[config.mk]
export PLATFORM = sky130hd
export DESIGN_NAME = gpi_preset_recall_alarm
export DESIGN_NICKNAME = d
export VERILOG_FILES = /design/src/core/gpi_pkg.sv /design/src/core/gpi_input_filter.sv /design/src/core/gpi_preset_recall_alarm.sv
export SDC_FILE = /design/constraint.sdc
export NUM_CORES = 1
export LEC_CHECK = 0
export BUFFER_PORTS_ARGS = -buffer_cell sky130_fd_sc_hd__buf_2
export CAP_MARGIN = 20
export CORE_ASPECT_RATIO = 0.75
export CORE_MARGIN = 5
export CORE_UTILIZATION = 50
export CTS_CLUSTER_SIZE = 8
export DETAILED_ROUTE_END_ITERATION = 8
export PLACE_DENSITY = 0.67
export SETUP_SLACK_MARGIN = 0.15
export SLEW_MARGIN = 30
export SYNTH_ARGS = -nofsm -noshare
export SYNTH_HDL_FRONTEND = slang
export SYNTH_SLANG_ARGS = --single-unit
[constraint.sdc]
create_clock -name i_ref_clk -period 3.05 [get_ports i_ref_clk]
set_input_delay 0.4575 -clock i_ref_clk [delete_from_list [all_inputs] [get_ports i_ref_clk]]
set_output_delay 0.4575 -clock i_ref_clk [all_outputs]
set_load 0.1 [all_outputs]
[src/core/gpi_pkg.sv]
/*
  Shared constants and types for the preset recall and fault alarm port:
  register map, field positions, reset values, timing and carriers.
  Assumes a single 200 MHz clock and an AXI4-Lite register master.
*/
package gpi_pkg;

   // ****************************************************************
   // Register map (byte addresses)
   // ****************************************************************
   localparam logic [7:0] ADDR_CTRL       = 8'h00;
   localparam logic [7:0] ADDR_STATUS     = 8'h04;
   localparam logic [7:0] ADDR_ALARM_CMD  = 8'h08;
   localparam logic [7:0] ADDR_FILTER_LEN = 8'h0C;
   localparam logic [7:0] ADDR_IRQ_STATUS = 8'h10;
   localparam logic [7:0] ADDR_IRQ_CLEAR  = 8'h14;
   localparam logic [7:0] ADDR_IRQ_ENABLE = 8'h18;

   // ****************************************************************
   // Field positions
   // ****************************************************************
   localparam int CTRL_FAULT_EN_BIT = 0;
   localparam int CMD_RESET_BIT     = 0;
   localparam int CMD_REFRESH_BIT   = 1;
   localparam int ST_LATCHED_LSB    = 0;
   localparam int ST_VIEW_LSB       = 4;
   localparam int ST_LAST_LSB       = 8;
   localparam int ST_BUSY_BIT       = 12;
   localparam int ST_MODE_BIT       = 13;
   localparam int ST_INPUTS_LSB     = 16;
   localparam int IRQ_RECALL_BIT    = 0;
   localparam int IRQ_FAULT_BIT     = 1;

   // ****************************************************************
   // Reset values and codes
   // ****************************************************************
   localparam logic        FAULT_EN_RST   = 1'b0;
   localparam logic [15:0] FILTER_LEN_RST = 16'h0100;
   localparam logic [1:0]  IRQ_EN_RST     = 2'h0;
   localparam logic [2:0]  CODE_ALL_HIGH  = 3'h7;
   localparam logic [1:0]  RESP_OKAY      = 2'h0;
   localparam logic [1:0]  RESP_SLVERR    = 2'h2;

   // ****************************************************************
   // Timing
   // ****************************************************************
   localparam int unsigned CLK_FREQ_HZ    = 200_000_000;
   localparam int unsigned RECALL_TIME_MS = 500;
   localparam int unsigned RECALL_CYCLES  =
      RECALL_TIME_MS * (CLK_FREQ_HZ / 1000);

   // ****************************************************************
   // Types
   // ****************************************************************
   typedef struct packed {
      logic fan_stopped;
      logic ref_absent;
      logic ref_unlocked;
      logic ref_drifting;
   } fault_s;

   typedef enum logic [2:0] {
      ALARM_NONE     = 3'h0,
      ALARM_DRIFTING = 3'h1,
      ALARM_UNLOCKED = 3'h2,
      ALARM_NO_REF   = 3'h3,
      ALARM_FAN      = 3'h4
   } alarm_code_e;

   typedef enum logic [1:0] {
      RECALL_IDLE = 2'b01,
      RECALL_WAIT = 2'b10
   } recall_e;

endpackage : gpi_pkg

[src/core/gpi_input_filter.sv]
/*
  Synchroniser and stability filter for the three active-low preset
  select inputs. Assumes the raw pins may change at any time.
*/
`timescale 1ns/1ps
module gpi_input_filter
   import gpi_pkg::*;
(
   input  wire logic        i_ref_clk,
   input  wire logic        i_rst_n,
   input  wire logic        i_enable,
   input  wire logic [15:0] i_len,
   input  wire logic [2:0]  i_raw_n,
   output logic      [2:0]  o_stable_n
);

   typedef struct packed {
      logic [2:0]  meta;
      logic [2:0]  sync;
      logic [2:0]  cand;
      logic [15:0] cnt;
      logic [2:0]  stable;
   } filt_s;

   filt_s q;
   filt_s d;

   always_comb
   begin
      d      = q;
      d.meta = i_raw_n;
      d.sync = q.meta;
      if (!i_enable)
      begin
         // Idle pins look open so no recall can start
         d.cand   = CODE_ALL_HIGH;
         d.cnt    = 16'h0000;
         d.stable = CODE_ALL_HIGH;
      end
      else if (q.sync != q.cand)
      begin
         d.cand = q.sync;
         d.cnt  = 16'h0000;
      end
      else if (q.cnt < i_len)
      begin
         d.cnt = q.cnt + 16'h0001;
      end
      else
      begin
         d.stable = q.cand;
      end
   end

   always_ff @(posedge i_ref_clk or negedge i_rst_n)
   begin
      if (!i_rst_n)
      begin
         q <= '{meta: CODE_ALL_HIGH, sync: CODE_ALL_HIGH,
                cand: CODE_ALL_HIGH, cnt: 16'h0000,
                stable: CODE_ALL_HIGH};
      end
      else
      begin
         q <= d;
      end
   end

   assign o_stable_n = q.stable;

endmodule : gpi_input_filter

[src/core/gpi_preset_recall_alarm.sv]
/*
  Preset recall decoder and latched fault alarm with an AXI4-Lite
  register slave. Assumes the fault inputs are synchronous levels
  and that the preset store acts on the recall strobe.
*/
`timescale 1ns/1ps
module gpi_preset_recall_alarm
   import gpi_pkg::*;
#(
   parameter int unsigned RECALL_CYC = RECALL_CYCLES
)
(
   input  wire logic         i_ref_clk,
   input  wire logic         i_rst_n,
   // Pin sharing and pins
   input  wire logic         i_general_purpose_input_port,
   input  wire logic [2:0]   i_preset_sel_n,
   output logic              o_alarm_n,
   input  wire gpi_pkg::fault_s i_faults,
   // Recall request to the preset store
   output logic              o_recall_strobe,
   output logic [2:0]        o_recall_preset,
   output logic              o_recall_busy,
   output logic              o_irq,
   // AXI4-Lite slave
   input  wire logic         i_s_axi_awvalid,
   output logic              o_s_axi_awready,
   input  wire logic [7:0]   i_s_axi_awaddr,
   input  wire logic         i_s_axi_wvalid,
   output logic              o_s_axi_wready,
   input  wire logic [31:0]  i_s_axi_wdata,
   input  wire logic [3:0]   i_s_axi_wstrb,
   output logic              o_s_axi_bvalid,
   input  wire logic         i_s_axi_bready,
   output logic [1:0]        o_s_axi_bresp,
   input  wire logic         i_s_axi_arvalid,
   output logic              o_s_axi_arready,
   input  wire logic [7:0]   i_s_axi_araddr,
   output logic              o_s_axi_rvalid,
   input  wire logic         i_s_axi_rready,
   output logic [31:0]       o_s_axi_rdata,
   output logic [1:0]        o_s_axi_rresp
);

   // ****************************************************************
   // State
   // ****************************************************************
   typedef struct packed {
      logic        aw_got;
      logic        w_got;
      logic [7:0]  awaddr;
      logic [31:0] wdata;
      logic [3:0]  wstrb;
      logic        bvalid;
      logic [1:0]  bresp;
      logic        rvalid;
      logic [31:0] rdata;
      logic [1:0]  rresp;
      logic        fault_en;
      logic [15:0] filt_len;
      fault_s      latched;
      alarm_code_e view;
      logic [1:0]  irq_sts;
      logic [1:0]  irq_en;
      logic [2:0]  prev_n;
      recall_e     st;
      logic [31:0] cnt;
      logic [2:0]  pending;
      logic [2:0]  last;
      logic        strobe;
      logic        alarm_n;
      logic        busy;
      logic        irq;
   } regs_s;

   regs_s q;
   regs_s d;

   logic [2:0] stable_n;
   logic       mode;

   // ****************************************************************
   // Helpers
   // ****************************************************************
   function automatic logic [2:0] preset_of(input logic [2:0] code);
      // Pin one is the msb, low reads as one
      return 3'(CODE_ALL_HIGH - code);
   endfunction : preset_of

   function automatic alarm_code_e code_of(input fault_s f);
      // Worst condition wins when several are latched
      if (f.fan_stopped)       return ALARM_FAN;
      else if (f.ref_absent)   return ALARM_NO_REF;
      else if (f.ref_unlocked) return ALARM_UNLOCKED;
      else if (f.ref_drifting) return ALARM_DRIFTING;
      else                     return ALARM_NONE;
   endfunction : code_of

   // ****************************************************************
   // Input conditioning
   // ****************************************************************
   assign mode = i_general_purpose_input_port;

   gpi_input_filter u_filter (
      .i_ref_clk  (i_ref_clk),
      .i_rst_n    (i_rst_n),
      .i_enable   (mode),
      .i_len      (q.filt_len),
      .i_raw_n    (i_preset_sel_n),
      .o_stable_n (stable_n)
   );

   // ****************************************************************
   // Next state
   // ****************************************************************
   always_comb
   begin
      logic [7:0] wa;
      logic       cmd_reset;
      logic       cmd_refresh;
      logic [1:0] irq_clr;
      logic [1:0] irq_set;
      fault_s     set;
      logic       trig;

      d           = q;
      wa          = q.awaddr;
      cmd_reset   = 1'b0;
      cmd_refresh = 1'b0;
      irq_clr     = 2'h0;
      irq_set     = 2'h0;
      set         = '0;
      trig        = 1'b0;
      d.strobe    = 1'b0;

      // *********************************************************
      // Register writes
      // *********************************************************
      // Write channel: address and data may come in either order
      if (i_s_axi_awvalid && o_s_axi_awready)
      begin
         d.aw_got = 1'b1;
         d.awaddr = i_s_axi_awaddr;
         wa       = i_s_axi_awaddr;
      end
      if (i_s_axi_wvalid && o_s_axi_wready)
      begin
         d.w_got = 1'b1;
         d.wdata = i_s_axi_wdata;
         d.wstrb = i_s_axi_wstrb;
      end
      if (d.aw_got && d.w_got && !q.bvalid)
      begin
         d.aw_got = 1'b0;
         d.w_got  = 1'b0;
         d.bvalid = 1'b1;
         d.bresp  = RESP_OKAY;
         if (wa == ADDR_CTRL)
         begin
            if (d.wstrb[0])
               d.fault_en = d.wdata[CTRL_FAULT_EN_BIT];
         end
         else if (wa == ADDR_ALARM_CMD)
         begin
            if (d.wstrb[0])
            begin
               cmd_reset   = d.wdata[CMD_RESET_BIT];
               cmd_refresh = d.wdata[CMD_REFRESH_BIT];
            end
         end
         else if (wa == ADDR_FILTER_LEN)
         begin
            if (d.wstrb[0])
               d.filt_len[7:0] = d.wdata[7:0];
            if (d.wstrb[1])
               d.filt_len[15:8] = d.wdata[15:8];
         end
         else if (wa == ADDR_IRQ_CLEAR)
         begin
            if (d.wstrb[0])
               irq_clr = d.wdata[1:0];
         end
         else if (wa == ADDR_IRQ_ENABLE)
         begin
            if (d.wstrb[0])
               d.irq_en = d.wdata[1:0];
         end
         else if (wa == ADDR_STATUS || wa == ADDR_IRQ_STATUS)
         begin
            d.bresp = RESP_OKAY;
         end
         else
         begin
            d.bresp = RESP_SLVERR;
         end
      end
      if (q.bvalid && i_s_axi_bready)
         d.bvalid = 1'b0;

      // *********************************************************
      // Register reads
      // *********************************************************
      // Read channel: one cycle from address to data
      if (i_s_axi_arvalid && o_s_axi_arready)
      begin
         d.rvalid = 1'b1;
         d.rresp  = RESP_OKAY;
         d.rdata  = 32'h0000_0000;
         if (i_s_axi_araddr == ADDR_CTRL)
            d.rdata[CTRL_FAULT_EN_BIT] = q.fault_en;
         else if (i_s_axi_araddr == ADDR_STATUS)
         begin
            d.rdata[ST_LATCHED_LSB +: 4] = q.latched;
            d.rdata[ST_VIEW_LSB +: 3]    = q.view;
            d.rdata[ST_LAST_LSB +: 3]    = q.last;
            d.rdata[ST_BUSY_BIT]         = (q.st == RECALL_WAIT);
            d.rdata[ST_MODE_BIT]         = mode;
            d.rdata[ST_INPUTS_LSB +: 3]  = stable_n;
         end
         else if (i_s_axi_araddr == ADDR_FILTER_LEN)
            d.rdata[15:0] = q.filt_len;
         else if (i_s_axi_araddr == ADDR_IRQ_STATUS)
            d.rdata[1:0] = q.irq_sts;
         else if (i_s_axi_araddr == ADDR_IRQ_ENABLE)
            d.rdata[1:0] = q.irq_en;
         else if (i_s_axi_araddr == ADDR_ALARM_CMD ||
                  i_s_axi_araddr == ADDR_IRQ_CLEAR)
            d.rresp = RESP_OKAY;
         else
            d.rresp = RESP_SLVERR;
      end
      else if (q.rvalid && i_s_axi_rready)
      begin
         d.rvalid = 1'b0;
      end

      // *********************************************************
      // Fault latch and alarm pin
      // *********************************************************
      // Fault latch: a fault present in the clear cycle stays set
      if (mode)
         set = i_faults;
      if (cmd_reset)
         d.latched = set;
      else
         d.latched = q.latched | set;
      if ((set & ~q.latched) != '0)
         irq_set[IRQ_FAULT_BIT] = 1'b1;
      if (cmd_refresh)
         d.view = code_of(q.latched | set);

      // Alarm pin stays high unless enabled, shared and faulted
      d.alarm_n = ~(mode && q.fault_en &&
                    (d.latched != '0));

      // *********************************************************
      // Preset recall sequencer
      // *********************************************************
      // Recall: sampled levels only, so a glitch never reaches here
      d.prev_n = stable_n;
      trig = ((q.prev_n & ~stable_n) != 3'h0) &&
             (stable_n != CODE_ALL_HIGH) && mode;
      case (q.st)
         RECALL_IDLE:
         begin
            if (trig)
            begin
               d.pending = preset_of(stable_n);
               d.cnt     = 32'h0000_0001;
               d.st      = RECALL_WAIT;
            end
         end
         RECALL_WAIT:
         begin
            if (!mode)
               d.st = RECALL_IDLE;
            else if (trig)
            begin
               // A newer selection replaces the one in progress
               d.pending = preset_of(stable_n);
               d.cnt     = 32'h0000_0001;
            end
            else if (q.cnt >= 32'(RECALL_CYC))
            begin
               d.strobe  = 1'b1;
               d.last    = q.pending;
               d.st      = RECALL_IDLE;
               irq_set[IRQ_RECALL_BIT] = 1'b1;
            end
            else
               d.cnt = q.cnt + 32'h0000_0001;
         end
         default:
            d.st = RECALL_IDLE;
      endcase

      // Sticky events: setting beats a simultaneous clear
      d.irq_sts = (q.irq_sts & ~irq_clr) | irq_set;

      // Registered copies keep the status outputs free of decode glitches
      d.busy = (d.st == RECALL_WAIT);
      d.irq  = (d.irq_sts & d.irq_en) != 2'h0;
   end

   // ****************************************************************
   // Registers
   // ****************************************************************
   always_ff @(posedge i_ref_clk or negedge i_rst_n)
   begin
      if (!i_rst_n)
      begin
         q          <= '0;
         q.fault_en <= FAULT_EN_RST;
         q.filt_len <= FILTER_LEN_RST;
         q.view     <= ALARM_NONE;
         q.irq_en   <= IRQ_EN_RST;
         q.prev_n   <= CODE_ALL_HIGH;
         q.st       <= RECALL_IDLE;
         q.alarm_n  <= 1'b1;
      end
      else
      begin
         q <= d;
      end
   end

   // ****************************************************************
   // Outputs
   // ****************************************************************
   assign o_s_axi_awready = !q.aw_got && !q.bvalid;
   assign o_s_axi_wready  = !q.w_got && !q.bvalid;
   assign o_s_axi_bvalid  = q.bvalid;
   assign o_s_axi_bresp   = q.bresp;
   assign o_s_axi_arready = !q.rvalid;
   assign o_s_axi_rvalid  = q.rvalid;
   assign o_s_axi_rdata   = q.rdata;
   assign o_s_axi_rresp   = q.rresp;
   assign o_alarm_n       = q.alarm_n;
   assign o_recall_strobe = q.strobe;
   assign o_recall_preset = q.last;
   assign o_recall_busy   = q.busy;
   assign o_irq           = q.irq;

endmodule : gpi_preset_recall_alarm

* Word-level counts from Yosys, hierarchy flattened
Index checks and enable logic that the tools add are counted.
** Word-level totals
- Word-level logic and storage cells :: 198
- Register bits after elaboration :: 158
** Operators by class
- Multiplexer cells :: 85
- Eq/ne operators :: 25
- $add $sub $neg :: 3
- Bitwise operators :: 13
- Magnitude comparators :: 2
- Reductions and logical operators :: 35
** Operators by type and width (count)
- two-way mux 2 bit :: 36
- one-hot mux 35 bit (2 select lines) :: 1
- two-way mux 32 bit :: 2
- equality test 8 x 5 -> 1 bit, second input constant :: 6
- two-way mux 39 bit :: 1
- two-way mux 37 bit :: 1
- adder 32 x 1 -> 32 bit, second input constant :: 1
- equality test 8 x 4 -> 1 bit, second input constant :: 4
- greater-or-equal comparator 32 x 27 -> 1 bit, second input constant :: 1
- two-way mux 16 bit :: 2
- two-way mux 3 bit :: 8
- two-way mux 1 bit :: 23
- two-way mux 22 bit :: 1
- two-way mux 20 bit :: 1
- two-way mux 18 bit :: 1
- adder 16 x 1 -> 16 bit, second input constant :: 1
- equality test 8 x 3 -> 1 bit, second input constant :: 2
- logical NOT 8 bit :: 2
- < comparator 16 bit :: 1
- two-way mux 4 bit :: 4
- two-way mux 14 bit :: 1
- logical AND 1 bit :: 13
- AND reduction 4 bit :: 3
- AND reduction 5 bit :: 2
- other kinds (27) :: 45

* Depth between registers and ports, before layout
- Depth in word-level cells :: 15
- Gate-level depth with buffers :: 10

* Cells and area by module
From an unflattened synthesis, not the netlist that was laid out.
** Second synthesis, totals
- Cell total of the unflattened synthesis :: 756
- Area total of the unflattened synthesis :: 7831.3 sq um
** By module, submodules not included
- gpi_preset_recall_alarm :: instances 1, cells an instance 582, area each 6152.2 sq um, sequential area each 3160.5 sq um
- gpi_input_filter :: instances 1, cells an instance 174, area each 1679.1 sq um, sequential area each 715.7 sq um

* Least setup slack after synthesis
No wires, ideal clock.
- Kind :: reg2reg
- Start point :: register q (netlist bit o_s_axi_bvalid)
- End point :: register q[72] (netlist bit)
- Path slack :: -0.830 ns
- Buffers on the path :: 3
- Arrival time :: 3.802 ns
- Library setup time :: 0.078 ns
- Stages on the path, launching flop included :: 10
- Period minus slack after synthesis :: 3.880 ns
- Data required time :: 2.972 ns
- Path through :: dfrtp_1 -> buf_2 -> nor2_1 -> and2_1 -> buf_2 -> mux2_2 -> nand4_1 -> clkbuf_1 -> nor2_1 -> a21oi_1
** RTL lines
- from (decl) :: RTL line gpi_preset_recall_alarm.sv:76 : regs_s q;

* Worst setup path in the final report
- Start point :: register q[66] (netlist bit)
- End point :: register u_filter.q (netlist bit u_filter.o_stable_n[2])
** Between the ends
- Longest elaborated chain between the ends :: 3
** Ends and longest elaborated chain
- < comparator 16 bit :: RTL line gpi_input_filter.sv:45 : else if (q.cnt < i_len)
- inequality test 2 bit (no source line)
- AND reduction 2 bit (no source line)
- to (signal assigned) :: RTL line gpi_input_filter.sv:59 : q <= '{meta: CODE_ALL_HIGH, sync: CODE_ALL_HIGH,
- to (decl) :: RTL line gpi_input_filter.sv:25 : filt_s q;
Every way passes these cells.
A chain may end at the register's enable or synchronous reset.

==> impl_results.md <==
* CTS clk-pin slew, worst paths at 60 ps
* Starting Density at 0.510
* Yosys warning total at 0
* Drt first-iter violations at 392
* Routed wire length at 17700 microns
* Global route total overflow at 0
* Worst Tran Pin Value at just under 900 ps
* Hold Path Class: primary input to async pin
* Wirelength per Cell at ~17 microns
* Crit Path Max Fanout at 21
* CORE AREA at 15200 sq um
* Die area at 18100 sq um
* Worst EP required at 3400 ps
* Total Routing Usage GR at 0.199
* WP data arrival at roughly 3000 ps
* Hold-fix buffers, CTS at 0
* Setup TNS at 0 ps
* Async set or reset register ratio after synthesis at 1.00
* EDFF count, synth at 0
* Max-slew headroom at 0.416
* Placed cells at 1014
* Max Freq at between 300 and 400 MHz
* Die Ht at between 100 and 150 microns
* Leak at 4.13 nW
* Layout Cells excl Fill at 1046
* Most common cell in the synthesized netlist: dfrtp_1
* Mean number of vias per cell at ~5.7
* Clock Path Buffers at 2
* I/O Pins at between 100 and 150
* Fin nets at just over 900
* Final Skew at 10.2 ps
* #FFs+latches synth at 154
* Cells after Synth at 769
* Endpoints failing setup at 0
* IO Port Bufs at 81
* Register area share after synthesis at 0.499
* Remaining routing DRC violations at 0
* Largest net degree at the start of global routing at 74
* CP startpoint kind: flip-flop
* Final hold violation count at 0
* Netlist Area Pre-Place at 7760 sq um
* Synth top area share at 0.438
* Minimum clock period at about 2700 ps
* RSZ-0062 raised after global routing: false
* Die Span X at 154 microns
* Antenna violations before repair at 0
* Power per standard cell area at 690 nW/um^2
* Worst skew pair latency at 420 ps
* First-pass GRT wire length at around 30000 microns
* CTS resizes at 0
* CTS H-Tree Depth at 4
* Final Max Tran Viols at 0
* CTS tree: built
* Area Overhead vs Synth at 13.2%
* Most frequent cells after synthesis: dfrtp_1 (136), nand2_1 (74), o21ai_0 (50)
* Layout cells sized above 1 at 0.220
* Period utilization at 0.871
* Synth area leader: dfrtp_1
* Kind of critical path: flip-flop to flip-flop
* Synth Flop Type: dfrtp_1
* Worst VDD drop at 0.405 mV
* Status: complete, no violations
* Max-Cap Viols at 0
* Vias in the first global route at 5843
* Netlist cell types at 61
* CTS root buffer: clkbuf_16
* Synth top area cells: dfrtp_1 (44%), dfstp_2 (6.1%), mux2_2 (4.1%)
* Synthesized area per cell at 10.1 sq um
* Number of setup buffers added after CTS at 0
* Diodes inserted at 0
* DR vias at 6007
* DP HPWL at 12900 microns
* Routability cong. at 0.826
* Rows at 39
* DR pass1 iterations at 5
* Crit end category: flip-flop
* Clock sink count at 154
* Post-DRT Antenna Nets at 0
* R2R setup slack at 390 ps
* Cts bufs inserted at 17
==> critical path: stages, from the launching register on <==
cell and delay (ps):
dfstp_2 530, inv_1 50, ha_1 270, nand4_1 80, or2_2 290, o221ai_2 650
buf_4 270, a21boi_0 80, a311o_1 350
==> routing by layer <==
| layer | up-vias | global-route usage | routed length [microns] |
|---|---|---|---|
| met2 | 196 | 0.300 | 7940 |
| met4 | 0 | 0.0557 | 212 |
| met3 | 24 | 0.0496 | 1170 |
| met5 | - | 0 | 0 |
| li1 | 2862 | - | - |
| met1 | 2925 | 0.287 | 8370 |
==> kinds of logic (layout without fill, tap and decap cells) <==
family / count (synthesis) / in the layout / synth area share
AO/OA/AOI/OAI: 176 / 176 / 0.147
XOR/XNOR: 4 / 4 / 0.00451
adder cells (fa/ha/maj): 21 / 21 / 0.0335
buffers and inverters: 108 / 166 / 0.0735
flip-flops: 154 / 154 / 0.499
multiplexers: 50 / 50 / 0.0690
other: 1 / 15 / 0.000483
AND/OR/NAND/NOR: 255 / 255 / 0.173
==> state kept, by name, summed over array words and instances (netlist names), 3 cells and up <==
register,cells
q,96
u_filter.q,22
o_s_axi_rdata,19
o_recall_preset,3
u_filter.d,3
u_filter.o_stable_n,3
==> path summary, 6_finish.rpt <==
check	startpoint	to	depth (start not counted)
min in group i_ref_clk	i_preset_sel_n[0]	u_filter.d[22]	1
worst min register to register	u_filter.d[23]	u_filter.q[23]	0
worst max register to register	q[66]	u_filter.o_stable_n[2]	8
max in group asynchronous	i_rst_n	q[60]	2
worst min-delay path	i_rst_n	q[17]	1
worst max-delay path	q[66]	u_filter.o_stable_n[2]	8
==> placed cells by master, fill, tap and decap left out, types with 18 or more instances in the layout <==
cell type,netlist,layout
mux2_2,28,28
nand3_1,29,29
a21oi_1,46,46
inv_1,39,39
or4_1,23,23
o21ai_0,50,50
mux2i_1,22,22
ha_1,20,20
dfstp_2,18,18
buf_2,9,80
nor2_1,37,36
dfrtp_1,136,135
nand2_1,74,74
==> final cells by class <==
class | instances | area [sq um]
Clock buffer | 18 | 439
Clock inverter | 14 | 159
Fill cell | 1306 | 6440
Inverter | 40 | 150
Multi-Input combinational cell | 521 | 3380
Sequential cell | 154 | 3880
Tap cell | 205 | 256
Timing Repair Buffer | 94 | 522
==> where the power goes <==
| part | internal (mW) | switching, mW |
|---|---|---|
| combinational | 0.435 | 0.983 |
| clock | 1.25 | 0.892 |
| sequential | 2.34 | 0.164 |
==> per-stage QoR <==
stage | util | setup WS [ps] | total power [mW] | hold slack, ps | cell area [sq um]
after floorplan | - | 230 | 3.65 | 162 | 7820
after global placement | 0.538 | 463 | 3.91 | 347 | 8190
after detailed placement | 0.538 | 416 | 3.97 | 349 | 8190
after CTS | 0.577 | 397 | 6.12 | 61.8 | 8790
after global routing | 0.577 | 154 | 6.37 | 87.6 | 8790
final | 0.577 | 393 | 6.06 | 32.7 | 8790
No activity file was read; power rests on OpenSTA's default activity.
